File: config.mk
export PLATFORM = sky130hd
export DESIGN_NAME = ccpc_regs
export DESIGN_NICKNAME = d
export VERILOG_FILES = /design/src/verilog/ccpc_pkg.sv /design/src/verilog/ccpc_chan_power.sv /design/src/verilog/ccpc_regs.sv
export SDC_FILE = /design/constraint.sdc
export NUM_CORES = 1
export LEC_CHECK = 0
export BUFFER_PORTS_ARGS = -buffer_cell sky130_fd_sc_hd__clkbuf_2
export CORE_MARGIN = 2
export CORE_UTILIZATION = 45
export DETAILED_ROUTE_END_ITERATION = 6
export GPL_TIMING_DRIVEN = 1
export PLACE_DENSITY = 0.69
export REMOVE_ABC_BUFFERS = 1
export SLEW_MARGIN = 5
export SYNTH_ARGS = -nofsm -noshare
export SYNTH_HDL_FRONTEND = slang
export SYNTH_SLANG_ARGS = --single-unit
File: constraint.sdc
create_clock -name clk_sys -period 1.5 [get_ports clk_sys]
set_clock_uncertainty 0.05 [all_clocks]
set_input_delay 0.15 -clock clk_sys [delete_from_list [all_inputs] [get_ports clk_sys]]
set_output_delay 0.15 -clock clk_sys [all_outputs]
set_load 0.03 [all_outputs]
File: src/verilog/ccpc_pkg.sv
// Package for the channel enable and power control register bank.
// Assumes one 10 MHz system clock and a byte-wide register port fed by the control bus decoder.
package ccpc_pkg;

    // Channel count and register width
    localparam int CCPC_NCH = 8;
    localparam int CCPC_DW = 8;
    localparam int CCPC_AW = 8;

    // Register addresses on page zero
    localparam logic [7:0] CCPC_ADDR_INPUT_CHANNEL_ENABLES = 8'h73;
    localparam logic [7:0] CCPC_ADDR_SERIAL_OUTPUT_SLOT_ENABLES = 8'h74;
    localparam logic [7:0] CCPC_ADDR_POWER_CONFIGURATION = 8'h75;
    localparam logic [7:0] CCPC_ADDR_CHANNEL_POWER_STATUS = 8'h76;

    // Values after reset, and the value read from unmapped addresses
    localparam logic [7:0] CCPC_RST_INPUT_CHANNEL_ENABLES = 8'hf0;
    localparam logic [7:0] CCPC_RST_SERIAL_OUTPUT_SLOT_ENABLES = 8'h00;
    localparam logic [7:0] CCPC_RST_POWER_CONFIGURATION = 8'h00;
    localparam logic [7:0] CCPC_RST_CHANNEL_POWER_STATUS = 8'h00;
    localparam logic [7:0] CCPC_RST_READ_DATA = 8'h00;
    localparam logic [7:0] CCPC_UNMAPPED_READ = 8'h00;

    // Field positions of the power configuration register
    localparam int CCPC_MIC_BIAS_POWER_ON_BIT = 7;
    localparam int CCPC_CONVERTER_POWER_ON_BIT = 6;
    localparam int CCPC_PLL_POWER_ON_BIT = 5;
    localparam int CCPC_DYNAMIC_MODE_BIT = 4;
    localparam int CCPC_DYNAMIC_RANGE_MSB = 3;
    localparam int CCPC_DYNAMIC_RANGE_LSB = 2;
    localparam int CCPC_RESERVED_MSB = 1;
    localparam int CCPC_RESERVED_LSB = 0;

    // Digital-microphone-only channels occupy the low nibble
    localparam logic [7:0] CCPC_DMIC_ONLY_MASK = 8'h0f;

    // Dynamic channel range encodings
    typedef enum logic [1:0] {
        CCPC_RANGE_1_2 = 2'h0,
        CCPC_RANGE_1_4 = 2'h1,
        CCPC_RANGE_1_6 = 2'h2,
        CCPC_RANGE_1_8 = 2'h3
    } ccpc_range_t;

endpackage : ccpc_pkg

File: src/verilog/ccpc_chan_power.sv
// Per-channel power controller: decides which converter channels are powered.
// Assumes enables and power bits come from registers on the same clock.
`timescale 1ns/100ps
`default_nettype none
module ccpc_chan_power
#(
    parameter int NCH = ccpc_pkg::CCPC_NCH
)
(
    // Clock and reset
    input wire logic clk_sys,
    input wire logic rst_b,
    // Configuration
    input wire logic converter_power_on,
    input wire logic dynamic_channel_power_mode,
    input wire logic [1:0] dynamic_channel_range,
    input wire logic [NCH-1:0] channel_enables,
    // Power state, channel 1 in the top bit
    output logic [NCH-1:0] chan_powered
);
    import ccpc_pkg::*;

    logic [NCH-1:0] chan_powered_next;
    logic recording;
    logic [3:0] range_top;

    // Any powered channel means a recording is running
    assign recording = |chan_powered;

    // Highest channel number covered by the dynamic range
    always_comb
    begin
        unique case (ccpc_range_t'(dynamic_channel_range))
            CCPC_RANGE_1_2: range_top = 4'h2;
            CCPC_RANGE_1_4: range_top = 4'h4;
            CCPC_RANGE_1_6: range_top = 4'h6;
            CCPC_RANGE_1_8: range_top = 4'h8;
        endcase
    end

    // Next power state per channel
    genvar gi;
    generate
        for (gi = 0; gi < NCH; gi++)
        begin : g_chan
            localparam logic [3:0] CHAN_NUM = 4'(NCH - gi);
            always_comb
            begin
                if (!converter_power_on)
                    chan_powered_next[gi] = 1'b0;
                else if (!recording)
                    chan_powered_next[gi] = channel_enables[gi];
                else if (dynamic_channel_power_mode && (CHAN_NUM <= range_top))
                    // Host keeps channel 1 up here, so the recording never stalls
                    chan_powered_next[gi] = channel_enables[gi];
                else
                    // Frozen set: enable changes wait for a converter power cycle
                    chan_powered_next[gi] = chan_powered[gi];
            end
        end
    endgenerate

    // Power state register
    always_ff @(posedge clk_sys)
    begin
        if (!rst_b)
            chan_powered <= ccpc_pkg::CCPC_RST_CHANNEL_POWER_STATUS;
        else
            chan_powered <= chan_powered_next;
    end

endmodule : ccpc_chan_power
`default_nettype wire

File: src/verilog/ccpc_regs.sv
// Channel enable and power control register bank with serial slot drive control.
// Assumes a byte-wide register port from the control bus decoder and a slot serializer,
// both on clk_sys at 10 MHz.
//
// Operation
// - Eight read/write input enables, channel 1 at bit 7; channels 1-4 reset enabled.
// - Channels 5-8 are microphone-only and their enables reset to zero.
// - A zero slot enable leaves that output slot undriven; one drives it.
// - Slot enable register maps channel 1 to bit 7, all read/write, reset zero.
// - Power bit 7 turns the microphone bias generator on when set, off when clear.
// - Power bit 6 clear powers all channels down; set powers up enabled channels only.
// - Power bit 5 turns the PLL on when set, off when clear; resets to zero.
// - Without dynamic mode, channel power changes are not applied while recording.
// - With dynamic mode, channels in the dynamic range power up or down individually during recording.
// - Bits 3-2 pick the dynamic range: channels 1-2, 1-4, 1-6 or 1-8.
// - Read-only status register at 0x76, one bit per channel, reset zero.
// - A status bit reads one when its channel is powered, zero otherwise.
`timescale 1ns/100ps
`default_nettype none
module ccpc_regs
#(
    parameter int NCH = ccpc_pkg::CCPC_NCH
)
(
    // Clock and reset
    input wire logic clk_sys,
    input wire logic rst_b,
    // Register port from the control bus decoder
    input wire logic [ccpc_pkg::CCPC_AW-1:0] reg_addr,
    input wire logic reg_wr,
    input wire logic [ccpc_pkg::CCPC_DW-1:0] reg_wdata,
    input wire logic reg_rd,
    output logic [ccpc_pkg::CCPC_DW-1:0] reg_rdata,
    output logic reg_rvalid,
    // Slot serializer side of the audio serial port
    input wire logic [2:0] slot_index,
    input wire logic slot_active,
    input wire logic slot_bit,
    // Audio serial port data pin, three signals
    input wire logic sdout_in,
    output logic sdout_out,
    output logic sdout_oe,
    // Power controls to the analog side
    output logic mic_bias_power_on,
    output logic pll_power_on,
    output logic [NCH-1:0] chan_power_en,
    output logic converter_active
);
    import ccpc_pkg::*;

    // Register storage
    logic [CCPC_DW-1:0] input_channel_enables_reg;
    logic [CCPC_DW-1:0] serial_output_slot_enables_reg;
    logic [CCPC_DW-1:0] power_configuration_reg;
    logic [CCPC_DW-1:0] reg_rdata_next;
    logic [NCH-1:0] chan_powered;

    // Decoded write strobes
    logic wr_in_en;
    logic wr_slot_en;
    logic wr_power_configuration;

    // Field views of the power configuration register
    logic converter_power_on;
    logic dynamic_channel_power_mode;
    logic [1:0] dynamic_channel_range;

    // Slot drive decode
    logic slot_drive_sel;

    // Address decode; status register has no write strobe at all
    assign wr_in_en = reg_wr && (reg_addr == CCPC_ADDR_INPUT_CHANNEL_ENABLES);
    assign wr_slot_en = reg_wr && (reg_addr == CCPC_ADDR_SERIAL_OUTPUT_SLOT_ENABLES);
    assign wr_power_configuration = reg_wr && (reg_addr == CCPC_ADDR_POWER_CONFIGURATION);

    // Field extraction
    assign converter_power_on = power_configuration_reg[CCPC_CONVERTER_POWER_ON_BIT];
    assign dynamic_channel_power_mode = power_configuration_reg[CCPC_DYNAMIC_MODE_BIT];
    assign dynamic_channel_range =
        power_configuration_reg[CCPC_DYNAMIC_RANGE_MSB:CCPC_DYNAMIC_RANGE_LSB];

    // Input channel enables, channel 1 in bit 7
    always_ff @(posedge clk_sys)
    begin
        if (!rst_b)
            input_channel_enables_reg <= CCPC_RST_INPUT_CHANNEL_ENABLES;
        else if (wr_in_en)
            input_channel_enables_reg <= reg_wdata;
    end

    // Serial output slot enables, channel 1 in bit 7
    always_ff @(posedge clk_sys)
    begin
        if (!rst_b)
            serial_output_slot_enables_reg <= CCPC_RST_SERIAL_OUTPUT_SLOT_ENABLES;
        else if (wr_slot_en)
            serial_output_slot_enables_reg <= reg_wdata;
    end

    // Power configuration; reserved low bits simply hold what was written
    always_ff @(posedge clk_sys)
    begin
        if (!rst_b)
            power_configuration_reg <= CCPC_RST_POWER_CONFIGURATION;
        else if (wr_power_configuration)
            power_configuration_reg <= reg_wdata;
    end

    // Per-channel power decision
    ccpc_chan_power #(
        .NCH(NCH)
    ) u_chan_power (
        .clk_sys(clk_sys),
        .rst_b(rst_b),
        .converter_power_on(converter_power_on),
        .dynamic_channel_power_mode(dynamic_channel_power_mode),
        .dynamic_channel_range(dynamic_channel_range),
        .channel_enables(input_channel_enables_reg[NCH-1:0]),
        .chan_powered(chan_powered)
    );

    // Channel power enables follow the controller's register directly
    assign chan_power_en = chan_powered;

    // Bias and PLL switches; registered so the analog pins never see decode glitches
    always_ff @(posedge clk_sys)
    begin
        if (!rst_b)
        begin
            mic_bias_power_on <= 1'b0;
            pll_power_on <= 1'b0;
        end
        else
        begin
            mic_bias_power_on <= power_configuration_reg[CCPC_MIC_BIAS_POWER_ON_BIT];
            pll_power_on <= power_configuration_reg[CCPC_PLL_POWER_ON_BIT];
        end
    end

    // Converter activity summary, one cycle behind the channel state
    always_ff @(posedge clk_sys)
    begin
        if (!rst_b)
            converter_active <= 1'b0;
        else
            converter_active <= |chan_powered;
    end

    // Read multiplexer; unmapped addresses read zero
    always_comb
    begin
        unique case (reg_addr)
            CCPC_ADDR_INPUT_CHANNEL_ENABLES: reg_rdata_next = input_channel_enables_reg;
            CCPC_ADDR_SERIAL_OUTPUT_SLOT_ENABLES: reg_rdata_next = serial_output_slot_enables_reg;
            CCPC_ADDR_POWER_CONFIGURATION: reg_rdata_next = power_configuration_reg;
            CCPC_ADDR_CHANNEL_POWER_STATUS: reg_rdata_next = chan_powered;
            default: reg_rdata_next = CCPC_UNMAPPED_READ;
        endcase
    end

    // Read data register; holds its value until the next read
    always_ff @(posedge clk_sys)
    begin
        if (!rst_b)
            reg_rdata <= CCPC_RST_READ_DATA;
        else if (reg_rd)
            reg_rdata <= reg_rdata_next;
    end

    // Read valid pulse, one cycle after the read request
    always_ff @(posedge clk_sys)
    begin
        if (!rst_b)
            reg_rvalid <= 1'b0;
        else
            reg_rvalid <= reg_rd;
    end

    // Slot enable lookup: slot 0 carries channel 1, held in bit 7
    assign slot_drive_sel = serial_output_slot_enables_reg[3'(NCH - 1) - slot_index];

    // Data pin drive; a disabled slot releases the line so another device may share it
    always_ff @(posedge clk_sys)
    begin
        if (!rst_b)
        begin
            sdout_out <= 1'b0;
            sdout_oe <= 1'b0;
        end
        else
        begin
            sdout_out <= slot_bit;
            sdout_oe <= slot_active && slot_drive_sel;
        end
    end

    // The pin's input side is not needed here; sharing is decided by the enable alone
    logic unused_sdout_in;
    assign unused_sdout_in = sdout_in;

endmodule : ccpc_regs
`default_nettype wire

Yosys cells after proc, flatten, opt, wreduce, memory -nomap -nowiden

Index checks and enable logic that the tools add are counted.

$add $sub $neg: 1
Multipliers: 0
Divide/modulo/power cells: 0
Magnitude comparators: 9
Equal/unequal tests: 15
Shift-type cells: 0
Mux-type cells: 20
Bitwise gates (word level): 0
Reduce and logical (&&, ||, !) cells: 15

Operators with widths:

| cell                  | number |
|---|---|
| $eq A8 B7 Y1 const B  | 4 |
| $pmux W8 S4           | 1 |
| $mux W1               | 17 |
| $le A3 B4 Y1 const A  | 4 |
| $ne A2 B2 Y1 const B  | 8 |
| $pmux W4 S4           | 1 |
| $logic_and A1 B1 Y1   | 12 |
| $le A2 B4 Y1 const A  | 2 |
| $reduce_or A8 Y1      | 1 |
| $eq A2 B2 Y1 const B  | 2 |
| $le A1 B4 Y1 const A  | 1 |
| $le A4 B4 Y1 const A  | 1 |
| $lt A3 B4 Y1 const B  | 1 |
| $bmux W1 S3           | 1 |
| $sub A3 B3 Y3 const A | 1 |
| $eq A2 B1 Y1 const B  | 1 |
| $logic_not A2 Y1      | 1 |
| $reduce_and A2 Y1     | 1 |

Register bits after elaboration: 46
Bits in latches: 0
Bits in writable memories: 0
ROM bits: 0
Input bits: 26
Output and inout port bits: 22
Logic and storage cells: 78
Memories: 0

Logic depth before layout (Yosys ltp)

Gate-level depths: netlist (run 1).

Depth in word-level cells: 6
Depth in mapped cells: 6
Mapped depth without buffers: 4

Cells and area by module

From an unflattened synthesis (run 1), not the netlist that was laid out.

Cells, all modules: 215
Area, all modules: 2010.7 µm²

By module, submodules not included:

| module          | times used | cells an instance | area each (µm²) | sequential area each (µm²) |
|---|---|---|---|---|
| ccpc_regs       | 1          | 174               | 1629.1          | 760.7 |
| ccpc_chan_power | 1          | 41                | 381.6           | 160.2 |

Worst setup path after synthesis (run 1)

No wires, ideal clock.

Path type: reg2reg
Start point: register u_chan_power.chan_powered[7]
End point: register u_chan_power.chan_powered[3]
Setup time: 0.121 ns
Data arrival time: 1.229 ns
Data required time: 1.329 ns
Path slack: 0.100 ns
Stages on the path, launching flop included: 5
Path buffers: 0
Period minus slack after synthesis: 1.400 ns
Cell sequence: dfxtp_1 nor4_2 a22oi_1 mux2i_1 nor2_1

Cells in the longest elaborated chain, start to end: 2
Elaborated cells on any way between the ends: 3
Those cells by class: eq/ne (1); mux (1); reduce/logical (1)

Ends and longest elaborated chain:

| item                                                     | line                  | source |
|---|---|---|
| start, declared                                          | ccpc_chan_power.sv:19 | `output logic [NCH-1:0] chan_powered` |
| start signal, assigned                                   | ccpc_chan_power.sv:67 | `chan_powered <= ccpc_pkg::CCPC_RST_CHANNEL_POWER_STATUS;` |
| start signal, assigned                                   | ccpc_chan_power.sv:69 | `chan_powered <= chan_powered_next;` |
| $reduce_or A8 Y1 *                                       | ccpc_chan_power.sv:28 | `assign recording = \|chan_powered;` |
| $ne A2 B2 Y1 (no line) / $mux W1 (equally long branches) | --                    |  |

Mark *: on every way between the ends. The rest lies on a longest branch, timed or not.
A chain may end at the register's enable or synchronous reset.

Final worst setup path (run 1)

Start point: register u_chan_power.chan_powered[0]
End point: register u_chan_power.chan_powered[1]

Same word-level chain as after synthesis.

==> results of run 1 <==
## final timing paths
check                                     from                            to  slack, ns  depth (start not counted)
setup / recovery  u_chan_power.chan_powered[0]  u_chan_power.chan_powered[1]       0.14                          5
hold / removal                     slot_active                      sdout_oe       0.01                          3
setup reg to reg  u_chan_power.chan_powered[0]  u_chan_power.chan_powered[1]       0.14                          5
hold reg to reg                   reg_rdata[5]                  reg_rdata[5]       0.42                          2
## per-stage QoR
| step | hold WS, ns | std cells | worst slack (ns) | area [sq um] |
|---|---|---|---|---|
| after floorplan | 0.162 | 191 | 0.100 | 1900 |
| after global placement | 0.305 | 300 | 0.0781 | 2290 |
| after detailed placement | 0.321 | 300 | 0.0284 | 2290 |
| after CTS | 0.00545 | 307 | 0.0836 | 2400 |
| after global routing | 0.0220 | 307 | 0.0519 | 2410 |
| final | 0.0131 | 307 | 0.139 | 2410 |
## layout by cell type, fill, tap and decap left out, types with 2 or more instances in the layout
cell type / instances
a21oi_1: 2
a222oi_1: 7
a22o_1: 7
a22oi_1: 9
and2_1: 4
buf_4: 10
clkbuf_2: 46
clkbuf_8: 6
dfxtp_1: 46
mux2i_1: 13
mux4_2: 2
nand2_1: 32
nand3_1: 18
nand4_4: 2
nor2_1: 9
nor2b_1: 3
o21ai_0: 5
o21ai_1: 16
## logic make-up (layout without fill, tap and decap cells)
family / Yosys count / in the layout
and+or+nand+nor: 78 / 78
DFF: 46 / 46
AOI/OAI and AO/OA: 50 / 50
muxes: 16 / 16
xor gates and xnor gates: 1 / 1
buffers and inverters: 13 / 64
## what timing repair did
action                                  CTS  global route
hold endpoints to repair                  0             0
gates resized for setup                   0             1
endpoints found under the setup margin    0             4
setup buffers                             0             0
## where the power goes
group | switching, uW | total (uW) | leakage (uW) | internal (uW)
clock network | 390 | 923 | 0.0000573 | 533
logic | 87.7 | 147 | 0.000568 | 59.3
registers | 1.71 | 1230 | 0.000371 | 1220
## per-layer routing
metal	vias to the layer above	part of all wire, %	GRT usage (%)
met5	-	0	0
met4	0	1.5	6.20
met3	8	6.3	4.62
met2	57	49	34.2
met1	802	43	24.6
li1	853	-	-
## worst max-delay path: stages, from the launching register on
cell	delay (ns)
dfxtp_1	0.41
nor4_2	0.07
buf_4	0.15
a32oi_1	0.27
mux2i_1	0.25
nor2_1	0.05
## cell type report
type / count / area (sq um)
clock inverter: 1 / 30.0
multi-input combinational: 145 / 986
clock buffer: 6 / 82.6
fill: 393 / 1880
tap: 52 / 65.1
timing repair buffer: 57 / 325
sequential: 46 / 921
==> impl_metrics.env, run 1 <==
export IMPL_drc=0
export IMPL_critPathCaptureType="flop"
export IMPL_rsz0062_at_grt="no"
export IMPL_syn_to_final_growth_pct=21.2
export IMPL_htreeDepth=2
export IMPL_finalSetupViolations=0
export IMPL_synth_commonest_cells="46 x dfxtp_1, 32 x nand2_1, 18 x nand3_1, 16 x o21ai_1, 13 x mux2i_1"
export IMPL_clock_latency_ns=0.29
export IMPL_drv_cap=0
export IMPL_yosysWarnings=0
export IMPL_synth_area_top_cells="dfxtp_1 46%, mux2i_1 6.5%, nand2_1 6.0%, nand3_1 4.5%, o21ai_1 4.0%"
export IMPL_synthAdderAreaFrac_pct=0
export IMPL_hpwl_um=3460
export IMPL_drive_gt1_share_pct=29.4
export IMPL_wl_per_cell_um=15.4
export IMPL_p_total_uw=2300
export IMPL_crit_required_ns=1.63
export IMPL_worstMarginPinSlew_ns=0.620
export IMPL_period_needed_ns=1.36
export IMPL_ys_seq_elements=46
export IMPL_arrival_ns=1.49
export IMPL_hold_class="in -> reg"
export IMPL_synthArstFlopShare_pct=0
export IMPL_leakage_uw=0.000996
export IMPL_vias=1720
export IMPL_core_area_sq_um=4290
export IMPL_power_density_nw_per_um2=952
export IMPL_io_buffers=46
export IMPL_synth_edf_count=0
export IMPL_timing_critical_path_fanout_max=5
export IMPL_place_congestion=0.811
export IMPL_totalWireLength_um=4740
export IMPL_cts_root_buf="clkbuf_8"
export IMPL_slew_headroom_pct=58.6
export IMPL_fin_tns_setup_ns=0
export IMPL_ctsHoldBuffers=0
export IMPL_die_area_sq_um=4970
export IMPL_cts_buffers=5
export IMPL_grt_max_degree=37
export IMPL_yosysTopAreaCellShare_pct=46.3
export IMPL_setup_worst_path_class="reg -> reg"
export IMPL_start_util_pct=46.3
export IMPL_grt_total_usage_pct=19.9
export IMPL_max_vdd_ir_drop_uv=428
export IMPL_antenna_found_initial=0
export IMPL_synth_top_family_by_area="simple AND/OR/NAND/NOR gates"
export IMPL_syn_area_per_cell_sq_um=9.75
export IMPL_ios=48
export IMPL_drt_iter0_markers=129
export IMPL_synth_compound_area_share_pct=17.5
export IMPL_grt_ovfl_total=0
export IMPL_yosysMostFrequentCell="dfxtp_1"
export IMPL_drt_first_pass_iters=7
export IMPL_yosysTopAreaCell="dfxtp_1"
export IMPL_hold_viol_final=0
export IMPL_syn_inst=204
export IMPL_max_clock_freq_mhz=735
export IMPL_status="finished, final reports clean"
export IMPL_finalCritPeriodShare_pct=90.7
export IMPL_fin_util_pct=56.1
export IMPL_seq_area_frac_synth_pct=46.3
export IMPL_ys_flop_type="dfxtp_1"
export IMPL_viasPerCell=5.60
export IMPL_rows=24
export IMPL_grt_pass1_wl_um=7780
export IMPL_yosys_mux_area_fraction_pct=9.38
export IMPL_antennaDiodeCount=0
export IMPL_drv_slew=0
export IMPL_drt_antenna_violating_nets=0
export IMPL_clock_sinks=46
export IMPL_synth_xor_area_share_pct=0.441
export IMPL_cts_tree="built"
export IMPL_startpoint_type="flop"
export IMPL_synth_simple_area_share_pct=21.8
export IMPL_die_y_um=70.5
export IMPL_clkTransAtPathRegs_ns=0.08
export IMPL_netlist_area_sq_um=1990
export IMPL_die_w_um=70.5
export IMPL_grt_pass1_vias=1655
export IMPL_final_nets=281
export IMPL_yosysUniqueCellTypes=35
export IMPL_clk_path_buf_depth=2
Power figures use the tool's default switching activity.
==> inputs of run 2 (changes only) <==
- RECOVER_POWER: default -> 100
- clock period: 1.5 -> 1.54 ns (I/O delays scaled with it)
==> impl_metrics.env, run 2 (synthesized netlist as in run 1, its figures left out) <==
export IMPL_worstMarginPinSlew_ns=0.740
export IMPL_place_congestion=0.840
export IMPL_setup_worst_path_class="reg -> reg"
export IMPL_viasPerCell=5.68
export IMPL_clk_path_buf_depth=2
export IMPL_slowest_stage="nor4_2"
export IMPL_hpwl_um=3530
export IMPL_cts_buffers=5
export IMPL_drc=0
export IMPL_grt_max_degree=37
export IMPL_power_density_nw_per_um2=887
export IMPL_drt_iter0_markers=65
export IMPL_reg2reg_from="u_chan_power.chan_powered[4]"
export IMPL_period_needed_ns=1.39
export IMPL_dp_slack_ns=0.0591
export IMPL_p_clk_share_pct=35.3
export IMPL_p_switching_uw=466
export IMPL_finalSetupViolations=0
export IMPL_slew_headroom_pct=50.7
export IMPL_grt_pass1_wl_um=7770
export IMPL_status="finished, final reports clean"
export IMPL_clkTransAtPathRegs_ns=0.08
export IMPL_critPathBufInv=0
export IMPL_crit_family="simple AND/OR/NAND/NOR gates"
export IMPL_clock_latency_ns=0.30
export IMPL_switching_share_pct=22.6
export IMPL_start_util_pct=46.3
export IMPL_antenna_found_initial=0
export IMPL_vias=1728
export IMPL_path_cells="nor4_2 -> a22oi_1 -> mux2i_1 -> nor2_1"
export IMPL_htreeDepth=2
export IMPL_die_w_um=70.5
export IMPL_hold_class="in -> reg"
export IMPL_setup_ws_ns=0.152
export IMPL_totalWireLength_um=4880
export IMPL_drive_gt1_share_pct=18.3
export IMPL_die_y_um=70.5
export IMPL_final_nets=279
export IMPL_rsz0062_at_grt="no"
export IMPL_hold_viol_final=0
export IMPL_core_area_sq_um=4290
export IMPL_cts_tree="built"
export IMPL_cts_setup_buffers=0
export IMPL_r2r_slack_ns=0.15
export IMPL_ff2ff_path_depth=4
export IMPL_syn_to_final_growth_pct=16.8
export IMPL_crit_required_ns=1.68
export IMPL_arrival_ns=1.52
export IMPL_seqPwrFrac_pct=58.0
export IMPL_grt_ovfl_total=0
export IMPL_io_buffers=46
export IMPL_rows=24
export IMPL_drv_cap=0
export IMPL_max_stage_delay_ns=0.44
export IMPL_drt_first_pass_iters=7
export IMPL_p_int_uw=1590
export IMPL_startpoint_type="flop"
export IMPL_antennaDiodeCount=0
export IMPL_fin_tns_setup_ns=0
export IMPL_wl_per_cell_um=16.0
export IMPL_layout_commonest_cell="dfxtp_1"
export IMPL_max_vdd_ir_drop_uv=507
export IMPL_ios=48
export IMPL_die_area_sq_um=4970
export IMPL_grt_pass1_vias=1629
export IMPL_final_cell_mix="46 x dfxtp_1, 32 x nand2_1, 24 x clkbuf_1, 23 x clkbuf_2, 21 x o21ai_0"
export IMPL_crit_path_start="u_chan_power.chan_powered[4]"
export IMPL_leakage_uw=0.000905
export IMPL_combPwrFrac_pct=6.7
export IMPL_max_clock_freq_mhz=720
export IMPL_cts_root_buf="clkbuf_8"
export IMPL_cp_endpoint="u_chan_power.chan_powered[2]"
export IMPL_grt_total_usage_pct=20.1
export IMPL_critPathCaptureType="flop"
export IMPL_cp_num_cells=4
export IMPL_clock_sinks=46
export IMPL_finalCritPeriodShare_pct=90.2
export IMPL_drt_antenna_violating_nets=0
export IMPL_drv_slew=0
export IMPL_timing_critical_path_fanout_max=5
export IMPL_reg2reg_to="u_chan_power.chan_powered[2]"
-- run 2: worst reg2reg max path: cells and delay by family (launching register included) --
kind	cells	cell delay, ns
mux	1	0.19
flops	1	0.35
simple gates	2	0.49
compound gates	1	0.20
-- run 2: per-stage QoR --
stage | hold WS, ns | utilization (%) | power [uW] | instance area, sq um | std cells
2_1_floorplan | 0.166 | - | 1280 | 1900 | 191
3_3_place_gp | 0.309 | 52.8 | 1360 | 2270 | 297
3_5_place_dp | 0.326 | 52.8 | 1360 | 2270 | 297
4_1_cts | 0.0272 | 54.9 | 2080 | 2360 | 304
5_1_grt | 0.0294 | 54.1 | 2140 | 2320 | 304
6_report | 0.0260 | 54.1 | 2060 | 2320 | 304
-- run 2: repair_timing --
item / in CTS / in global routing
hold buffers: 1 / 0
endpoints found under the hold margin: 1 / 0
setup endpoints to repair: 0 / 4
gates resized for setup: 0 / 1
-- run 2: final cells by class --
| class | instances | area, sq um |
|---|---|---|
| well taps | 52 | 65.1 |
| multi-input cells | 145 | 973 |
| repair buffers | 55 | 280 |
| flip-flops and latches | 46 | 921 |
| fillers | 422 | 1970 |
| clock buffers | 6 | 82.6 |
-- run 2: power by group through the flow --
stage	registers [uW]	clock network, uW	logic [uW]
2_1_floorplan	1230	0	49.0
3_3_place_gp	1220	0	139
3_5_place_dp	1220	0	142
4_1_cts	1190	746	144
5_1_grt	1190	790	151
6_report	1190	727	138
-- run 2: worst min-delay path by stage --
stage,startpoint,end,slack (ns),cells after the start
6_report,slot_bit,sdout_out,0.03,2
5_1_grt,slot_bit,sdout_out,0.03,2
4_1_cts,slot_bit,sdout_out,0.03,2
3_5_place_dp,slot_active,sdout_oe,0.33,3
3_3_place_gp,slot_bit,sdout_out,0.31,2
2_1_floorplan,rst_b,input_channel_enables_reg[4],0.17,1
-- run 2: per-layer routing --
metal,vias to the layer above,share of wire [%],GRT usage [%]
met5,-,0,0
met1,823,45,25.3
met3,9,5.5,4.62
li1,847,-,-
met2,49,47,32.5
met4,0,2.6,9.62
